==> config.mk <==
export PLATFORM = sky130hd
export DESIGN_NAME = vpr_resolver_flat
export DESIGN_NICKNAME = d
export VERILOG_FILES = /design/src/design/vpr_pkg.sv /design/src/design/vpr_link_if.sv /design/src/design/vpr_rank.sv /design/src/design/vpr_resolver.sv /design/src/flat_wrapper.sv
export SDC_FILE = /design/constraint.sdc
export NUM_CORES = 2
export LEC_CHECK = 0
export BUFFER_PORTS_ARGS = -buffer_cell sky130_fd_sc_hd__buf_2
export CORE_MARGIN = 5
export CORE_UTILIZATION = 28
export DETAILED_ROUTE_END_ITERATION = 10
export PLACE_DENSITY = 0.53
export SLEW_MARGIN = 5
export SYNTH_ARGS = -nofsm -noshare
export SYNTH_HDL_FRONTEND = slang
export SYNTH_SLANG_ARGS = --single-unit
==> constraint.sdc <==
create_clock -name pclk -period 137.1 [get_ports pclk]
set_input_delay 0 -clock pclk [delete_from_list [all_inputs] [get_ports pclk]]
set_output_delay 0 -clock pclk [all_outputs]
set_load 0.02 [all_outputs]
==> src/design/vpr_pkg.sv <==
// shared constants and types of the vectored priority resolver
package vpr_pkg;

  localparam int unsigned VPR_NVEC  = 64;
  localparam int unsigned VPR_LVL_W = 3;
  localparam int unsigned VPR_SUB_W = 2;
  localparam int unsigned VPR_VEC_W = 6;
  localparam int unsigned VPR_ADR_W = 12;
  localparam int unsigned VPR_DAT_W = 32;

  //////////////////////////////////////////////////////////////////////////
  // register byte addresses
  localparam logic [11:0] VPR_CTRL_OFS  = 12'h000;
  localparam logic [11:0] VPR_STAT_OFS  = 12'h004;
  localparam logic [11:0] VPR_PEND0_OFS = 12'h010;
  localparam logic [11:0] VPR_PEND1_OFS = 12'h014;
  localparam logic [11:0] VPR_ENA0_OFS  = 12'h020;
  localparam logic [11:0] VPR_ENA1_OFS  = 12'h024;
  localparam logic [11:0] VPR_PCFG_OFS  = 12'h040;
  localparam int unsigned VPR_PCFG_NREG = 16;
  localparam int unsigned VPR_VEC_PER_REG = 4;

  //////////////////////////////////////////////////////////////////////////
  // field positions
  localparam int unsigned VPR_MULTI_VECTOR_SELECT_BIT  = 12;
  localparam int unsigned VPR_SS0_BIT   = 16;
  localparam int unsigned VPR_SHLVL_LSB = 8;
  localparam int unsigned VPR_PRI_LSB   = 2;
  localparam int unsigned VPR_SUB_LSB   = 0;
  localparam int unsigned VPR_VEC_STRIDE = 8;
  localparam int unsigned VPR_ST_LVL_LSB = 0;
  localparam int unsigned VPR_ST_VEC_LSB = 8;
  localparam int unsigned VPR_ST_SET_BIT = 16;
  localparam int unsigned VPR_ST_CUR_LSB = 24;

  //////////////////////////////////////////////////////////////////////////
  // reset values and core-side constants
  localparam logic [2:0]  VPR_LVL_RST   = 3'h0;
  localparam logic [31:0] VPR_DAT_RST   = 32'h0000_0000;
  localparam logic [31:0] VPR_VEC_OFS   = 32'h0000_0200;
  localparam int unsigned VPR_VS_SHIFT  = 5;

  typedef enum logic [1:0] {
    VPR_RUN = 2'b01,
    VPR_EXC = 2'b10
  } vpr_core_st_t;

endpackage

==> src/design/vpr_link_if.sv <==
// link between the priority resolver and the processor core
`timescale 1ns/1ps
interface vpr_link_if;
  logic [2:0] requested_level;
  logic [5:0] vector_number;
  logic       set_select;
  logic [2:0] current_core_level;

  modport dev (
    output requested_level,
    output vector_number,
    output set_select,
    input  current_core_level
  );

  modport core (
    input  requested_level,
    input  vector_number,
    input  set_select,
    output current_core_level
  );
endinterface

==> src/design/vpr_rank.sv <==
// ranking of pending vectors by level, subpriority and vector number
`timescale 1ns/1ps
module vpr_rank (
  // candidates
  input  wire logic [63:0]  req,
  input  wire logic [191:0] pri_flat,
  input  wire logic [127:0] sub_flat,
  // winner
  output logic              win_any,
  output logic [2:0]        win_lvl,
  output logic [1:0]        win_sub,
  output logic [5:0]        win_vec
);
  import vpr_pkg::*;

  always_comb begin
    win_any = 1'b0;
    win_lvl = VPR_LVL_RST;
    win_sub = 2'h0;
    win_vec = 6'h00;
    // scan downward so an equal key at a lower vector takes over
    for (int i = VPR_NVEC - 1; i >= 0; i--) begin
      if (req[i] && (!win_any ||
          {pri_flat[i*3 +: 3], sub_flat[i*2 +: 2]} >=
          {win_lvl, win_sub})) begin
        win_any = 1'b1;
        win_lvl = pri_flat[i*3 +: 3];
        win_sub = sub_flat[i*2 +: 2];
        win_vec = 6'(i);
      end
    end
  end
endmodule

==> src/design/vpr_resolver.sv <==
// resolver end: apb registers, pending flags, ranking and link request
//
// Our own choices: register access over APB and the register addresses.
`timescale 1ns/1ps

module vpr_resolver (
  // clock and reset
  input  wire logic        pclk,
  input  wire logic        presetn,
  // apb slave
  input  wire logic [11:0] paddr,
  input  wire logic        psel,
  input  wire logic        penable,
  input  wire logic        pwrite,
  input  wire logic [31:0] pwdata,
  output logic [31:0]      prdata,
  output logic             pready,
  output logic             pslverr,
  // interrupt events, same clock, one bit per vector
  input  wire logic [63:0] src_event,
  // link to the core
  vpr_link_if.dev          link
);
  import vpr_pkg::*;

  function automatic logic is_pcfg(input logic [11:0] a);
    return (a >= VPR_PCFG_OFS) &&
           (a < VPR_PCFG_OFS + 12'(VPR_PCFG_NREG * 4)) &&
           (a[1:0] == 2'h0);
  endfunction

  function automatic logic [3:0] pcfg_idx(input logic [11:0] a);
    logic [11:0] d;
    d = a - VPR_PCFG_OFS;
    return d[5:2];
  endfunction

  ////////////////////////////////////////////////////////////////////////////
  // configuration and flags
  logic        multi_vector_select_ff, nxt_multi_vector_select_ff;
  logic        ss0_ff, nxt_ss0_ff;
  logic [2:0]  shlvl_ff, nxt_shlvl_ff;
  logic [63:0] pend_ff, nxt_pend_ff;
  logic [63:0] ena_ff, nxt_ena_ff;
  logic [2:0]  pri_ff [64];
  logic [2:0]  nxt_pri_ff [64];
  logic [1:0]  sub_ff [64];
  logic [1:0]  nxt_sub_ff [64];
  logic        wr;

  // apb answer
  logic [31:0] prdata_ff, nxt_prdata_ff;
  logic        pready_ff, nxt_pready_ff;
  logic        pslverr_ff, nxt_pslverr_ff;
  logic [31:0] rdata;
  logic        hit;

  // link request
  logic [2:0]  lvl_ff, nxt_lvl_ff;
  logic [5:0]  vec_ff, nxt_vec_ff;
  logic        set_ff, nxt_set_ff;

  // ranking
  logic [63:0]  req;
  logic [191:0] pri_flat;
  logic [127:0] sub_flat;
  logic         win_any;
  logic [2:0]   win_lvl;
  logic [1:0]   win_sub;
  logic [5:0]   win_vec;

  assign prdata  = prdata_ff;
  assign pready  = pready_ff;
  assign pslverr = pslverr_ff;
  assign link.requested_level = lvl_ff;
  assign link.vector_number   = vec_ff;
  assign link.set_select      = set_ff;

  // write lands only at the edge that sees the ready access phase
  assign wr = psel & penable & pready_ff & pwrite;

  ////////////////////////////////////////////////////////////////////////////
  // register read mux and decode
  always_comb begin
    rdata = VPR_DAT_RST;
    hit   = 1'b1;
    if (is_pcfg(paddr)) begin
      for (int j = 0; j < VPR_VEC_PER_REG; j++) begin
        rdata[j*VPR_VEC_STRIDE + VPR_PRI_LSB +: 3] =
          pri_ff[pcfg_idx(paddr)*4 + j];
        rdata[j*VPR_VEC_STRIDE + VPR_SUB_LSB +: 2] =
          sub_ff[pcfg_idx(paddr)*4 + j];
      end
    end else begin
      case (paddr)
        VPR_CTRL_OFS: begin
          rdata[VPR_MULTI_VECTOR_SELECT_BIT]          = multi_vector_select_ff;
          rdata[VPR_SS0_BIT]           = ss0_ff;
          rdata[VPR_SHLVL_LSB +: 3]    = shlvl_ff;
        end
        VPR_STAT_OFS: begin
          rdata[VPR_ST_LVL_LSB +: 3]   = lvl_ff;
          rdata[VPR_ST_VEC_LSB +: 6]   = vec_ff;
          rdata[VPR_ST_SET_BIT]        = set_ff;
          rdata[VPR_ST_CUR_LSB +: 3]   = link.current_core_level;
        end
        VPR_PEND0_OFS: rdata = pend_ff[31:0];
        VPR_PEND1_OFS: rdata = pend_ff[63:32];
        VPR_ENA0_OFS:  rdata = ena_ff[31:0];
        VPR_ENA1_OFS:  rdata = ena_ff[63:32];
        default:       hit   = 1'b0;
      endcase
    end
  end

  ////////////////////////////////////////////////////////////////////////////
  // apb answer: zero wait, data sampled in the setup cycle
  always_comb begin
    nxt_pready_ff  = psel & ~penable;
    nxt_prdata_ff  = (psel & ~penable & ~pwrite) ? rdata : VPR_DAT_RST;
    nxt_pslverr_ff = psel & ~penable & ~hit;
  end

  always_ff @(posedge pclk or negedge presetn) begin
    if (!presetn) begin
      prdata_ff  <= VPR_DAT_RST;
      pready_ff  <= 1'b0;
      pslverr_ff <= 1'b0;
    end else begin
      prdata_ff  <= nxt_prdata_ff;
      pready_ff  <= nxt_pready_ff;
      pslverr_ff <= nxt_pslverr_ff;
    end
  end

  ////////////////////////////////////////////////////////////////////////////
  // register writes and pending flags
  always_comb begin
    nxt_multi_vector_select_ff  = multi_vector_select_ff;
    nxt_ss0_ff   = ss0_ff;
    nxt_shlvl_ff = shlvl_ff;
    nxt_pend_ff  = pend_ff;
    nxt_ena_ff   = ena_ff;
    nxt_pri_ff   = pri_ff;
    nxt_sub_ff   = sub_ff;
    if (wr && hit) begin
      if (is_pcfg(paddr)) begin
        for (int j = 0; j < VPR_VEC_PER_REG; j++) begin
          nxt_pri_ff[pcfg_idx(paddr)*4 + j] =
            pwdata[j*VPR_VEC_STRIDE + VPR_PRI_LSB +: 3];
          nxt_sub_ff[pcfg_idx(paddr)*4 + j] =
            pwdata[j*VPR_VEC_STRIDE + VPR_SUB_LSB +: 2];
        end
      end else begin
        case (paddr)
          VPR_CTRL_OFS: begin
            nxt_multi_vector_select_ff  = pwdata[VPR_MULTI_VECTOR_SELECT_BIT];
            nxt_ss0_ff   = pwdata[VPR_SS0_BIT];
            nxt_shlvl_ff = pwdata[VPR_SHLVL_LSB +: 3];
          end
          VPR_PEND0_OFS: nxt_pend_ff[31:0]  = pwdata;
          VPR_PEND1_OFS: nxt_pend_ff[63:32] = pwdata;
          VPR_ENA0_OFS:  nxt_ena_ff[31:0]   = pwdata;
          VPR_ENA1_OFS:  nxt_ena_ff[63:32]  = pwdata;
          default:       nxt_multi_vector_select_ff        = multi_vector_select_ff;
        endcase
      end
    end
    // an event in the clearing cycle survives: set beats clear
    nxt_pend_ff = nxt_pend_ff | src_event;
  end

  always_ff @(posedge pclk or negedge presetn) begin
    if (!presetn) begin
      multi_vector_select_ff  <= 1'b0;
      ss0_ff   <= 1'b0;
      shlvl_ff <= VPR_LVL_RST;
      pend_ff  <= 64'h0000_0000_0000_0000;
      ena_ff   <= 64'h0000_0000_0000_0000;
      for (int i = 0; i < VPR_NVEC; i++) begin
        pri_ff[i] <= VPR_LVL_RST;
        sub_ff[i] <= 2'h0;
      end
    end else begin
      multi_vector_select_ff  <= nxt_multi_vector_select_ff;
      ss0_ff   <= nxt_ss0_ff;
      shlvl_ff <= nxt_shlvl_ff;
      pend_ff  <= nxt_pend_ff;
      ena_ff   <= nxt_ena_ff;
      pri_ff   <= nxt_pri_ff;
      sub_ff   <= nxt_sub_ff;
    end
  end

  ////////////////////////////////////////////////////////////////////////////
  // ranking and request to the core
  always_comb begin
    for (int i = 0; i < VPR_NVEC; i++) begin
      req[i] = pend_ff[i] & ena_ff[i] &
               (pri_ff[i] != VPR_LVL_RST);
      pri_flat[i*3 +: 3] = pri_ff[i];
      sub_flat[i*2 +: 2] = sub_ff[i];
    end
  end

  vpr_rank u_rank (
    .req      (req),
    .pri_flat (pri_flat),
    .sub_flat (sub_flat),
    .win_any  (win_any),
    .win_lvl  (win_lvl),
    .win_sub  (),
    .win_vec  (win_vec)
  );

  always_comb begin
    // highest level always presented, so it can preempt a lower one
    nxt_lvl_ff = win_any ? win_lvl : VPR_LVL_RST;
    // single mode forces one vector and one address
    nxt_vec_ff = multi_vector_select_ff ? win_vec : 6'h00;
    if (multi_vector_select_ff)
      nxt_set_ff = win_any && (win_lvl == shlvl_ff);
    else
      nxt_set_ff = ss0_ff;
  end

  always_ff @(posedge pclk or negedge presetn) begin
    if (!presetn) begin
      lvl_ff <= VPR_LVL_RST;
      vec_ff <= 6'h00;
      set_ff <= 1'b0;
    end else begin
      lvl_ff <= nxt_lvl_ff;
      vec_ff <= nxt_vec_ff;
      set_ff <= nxt_set_ff;
    end
  end
endmodule
==> src/flat_wrapper.sv <==
// flat-port wrapper written by rule: the top's interface ports become plain ports
module vpr_resolver_flat import vpr_pkg::*;
  (pclk, presetn, paddr, psel, penable, pwrite, pwdata, prdata, pready, pslverr, src_event, link_requested_level, link_vector_number, link_set_select, link_current_core_level);
  vpr_link_if link_i ();
  input  wire logic pclk;
  input  wire logic presetn;
  input  wire logic [11:0] paddr;
  input  wire logic psel;
  input  wire logic penable;
  input  wire logic pwrite;
  input  wire logic [31:0] pwdata;
  output logic [31:0] prdata;
  output logic pready;
  output logic pslverr;
  input  wire logic [63:0] src_event;
  output wire logic [$bits(link_i.requested_level)-1:0] link_requested_level;
  output wire logic [$bits(link_i.vector_number)-1:0] link_vector_number;
  output wire logic [$bits(link_i.set_select)-1:0] link_set_select;
  input wire logic [$bits(link_i.current_core_level)-1:0] link_current_core_level;
  assign link_requested_level = link_i.requested_level;
  assign link_vector_number = link_i.vector_number;
  assign link_set_select = link_i.set_select;
  assign link_i.current_core_level = link_current_core_level;
  vpr_resolver u_core (.pclk(pclk), .presetn(presetn), .paddr(paddr), .psel(psel), .penable(penable), .pwrite(pwrite), .pwdata(pwdata), .prdata(prdata), .pready(pready), .pslverr(pslverr), .src_event(src_event), .link(link_i));
endmodule
==> metrics <==
CP startpoint kind=register; CTS tree=yes; Nets=4772; slowest CP cell=o41a_1; CP Capture Type=register; placed cell count=6135; slowest stage delay, CP=660 ps; post-synthesis cell type count=129; setup tns final=0 ps; Reg2Reg Setup Slack=19160 ps; Min Hold Slack=-37.6 ps; Critical Path RT=137680 ps; max_cap viols=0; Starting Density=0.282; Die Y-Extent=384 µm; vias in the first global route=35178; Initial DRT Pass Iterations=6; Detail Placement HPWL=143000 µm; post-route ant nets=0; GRT Total Usage=0.248; relative slew slack=0.152; synth-to-layout area growth=16.3%; root buffer cell=clkbuf_16; failing checks=hold timing; top cell type's share of synthesized area=0.317; clock slew at reported path FFs=60 ps; number of buffers created by CTS=60; pwr/cell area=7.65 nW/µm²; largest net degree at the start of global routing=157; clock buffer depth=3; worst-margin pin slew=1270 ps; Setup Fix Bufs, Post-CTS=0; first-pass GRT wire length=267000 µm; Ports=160; grt total ovfl=0; Mapped Area=39300 µm²; worst clock skew=55.6 ps; initial DRC count=4592; core area=139000 µm²; DP Worst Slack=21020 ps; top cells by area in the synthesized netlist=dfrtp_1 (32%), mux2_2 (9.7%), ha_1 (6.5%); Yosys reg bits=497; H-tree depth=2; crit path kind=reg2reg; die span in x=384 µm; Post-synth EDFFs=0; syn_area_per_cell=9.24 µm²; detailed-route via count=38118; Slew Limit Fails=0; Synth Net Count=4567; maximum fanout along the worst path=15; DR vias/cell=5.96; final setup fails=0; FILL cells=14358; Max VDD drop=0.0000101 V; fmax=8.48 MHz; die area=148000 µm²; Main synth FF type=dfrtp_1; type of the most critical hold path=in2async; count leader, synth=nand2_1; static leakage=20.5 nW; status=finished, violations left; Crit path top cell by count=ha_1; Gates resized, CTS repair=0; Final WS setup=19160 ps; layout cells sized above 1=0.204; asr flop ratio synth=1.00; area leader, netlist=dfrtp_1; Routed WL=190000 µm; initial antenna violation count=34; Synth warnings=0; Reg2Reg Depth=531; final worst path period share=0.860; reg-to-reg critical path endpoint=u_core.link.vector_number[5]; Rows=137; most frequent cells after synthesis=nand2_1 (539), dfrtp_1 (497), mux2_2 (338); Clk Latency, worst-skew pair=710 ps; DR DRC count=0; Cells after Synth=4248; RR Startpoint=u_core.pri_ff[2]; Non-Filler Instances=6393; worst path arrival time=118520 ps; Final Hold Vio Count=29; register area share after synthesis=0.317; PortBufs=159; Final Wtd Congestion=1.02; CTS Hold Bufs=132; detail-routed net length per standard cell=29.7 µm; final core utilization=0.328; RSZ-0062 raised after global routing=no; minimum clock period=117940 ps; Clock Sinks=497
## critical path: cells and delay by family, from the launching register on
family	cells	cell delay (ps)
DFF	1	440
muxes	32	11350
adders and majority gates	73	21760
buffers and inverters	18	1800
and+or+nand+nor	183	32390
AOI/OAI and AO/OA	225	49860
## per-layer routing
metal | vias to the layer above | routed length (µm) | global-route usage
met5 | - | 82 | 0
met3 | 321 | 19700 | 0.0503
met1 | 19219 | 82100 | 0.356
met2 | 2091 | 81600 | 0.374
met4 | 12 | 6540 | 0.0788
li1 | 16475 | - | -
## per-stage QoR
step,area [µm²],power (mW)
floorplan,39300,0.157
global placement,42100,0.170
detailed placement,42100,0.170
CTS,45600,0.351
global route,45600,0.357
finish,45700,0.349
## layout make-up
| cell class | count | area, µm² | area share |
|---|---|---|---|
| inverters | 216 | 811 | 0.0178 |
| flip-flops and latches | 497 | 12400 | 0.272 |
| multi-input cells | 3328 | 25300 | 0.554 |
| repair buffers | 350 | 2590 | 0.0567 |
| diodes | 16 | 40.0 | 0.000877 |
| well taps | 1876 | 2350 | 0.0514 |
| clock inverters | 37 | 509 | 0.0112 |
| clock buffers | 73 | 1650 | 0.0361 |
## worst max path at each step
| stage | from | to |
|---|---|---|
| after floorplan | u_core.pri_ff[2] | u_core.link.set_select |
| after CTS | u_core.pri_ff[2] | u_core.link.vector_number[5] |
| after global placement | u_core.pri_ff[2] | u_core.link.vector_number[5] |
| final | u_core.pri_ff[2] | u_core.link.vector_number[5] |
| after detailed placement | u_core.pri_ff[2] | u_core.link.vector_number[5] |
| after global routing | u_core.pri_ff[2] | u_core.link.vector_number[5] |
## cell usage in the layout, fill, tap and decap left out, drive strengths merged, types with 81 or more instances in the layout
master / instances
dlygate4sd3: 132
buf: 218
a21oi: 207
o21ai: 321
nor3: 81
nand2: 540
inv: 223
nand2b: 85
mux2: 347
nor2: 230
dfrtp: 497
mux4: 100
ha: 203
## state kept, by name, summed over array words and instances (netlist names)
register / count
u_core.ss0_ff: 1
u_core.pready: 1
u_core.shlvl_ff: 3
u_core.link.set_select: 1
u_core.pslverr: 1
u_core.sub_ff: 128
u_core.link.requested_level: 3
u_core.pri_ff: 192
u_core.ena_ff: 64
u_core.prdata: 32
u_core.multi_vector_select_ff: 1
u_core.pend_ff: 64
u_core.link.vector_number: 6
## logic make-up after synthesis
logic type / synth area share
xor+xnor: 0.00558
mux: 0.172
buf+inv: 0.0419
fa+ha+maj: 0.0688
compound gates: 0.227
flops: 0.317
simple gates: 0.168
## power breakdown
| group | internal [mW] | switching [mW] |
|---|---|---|
| logic | 0.00682 | 0.0161 |
| clock network | 0.105 | 0.0747 |
| registers | 0.147 | 0.000134 |
| total | 0.258 | 0.0909 |
No activity file was read; power rests on OpenSTA's default activity.
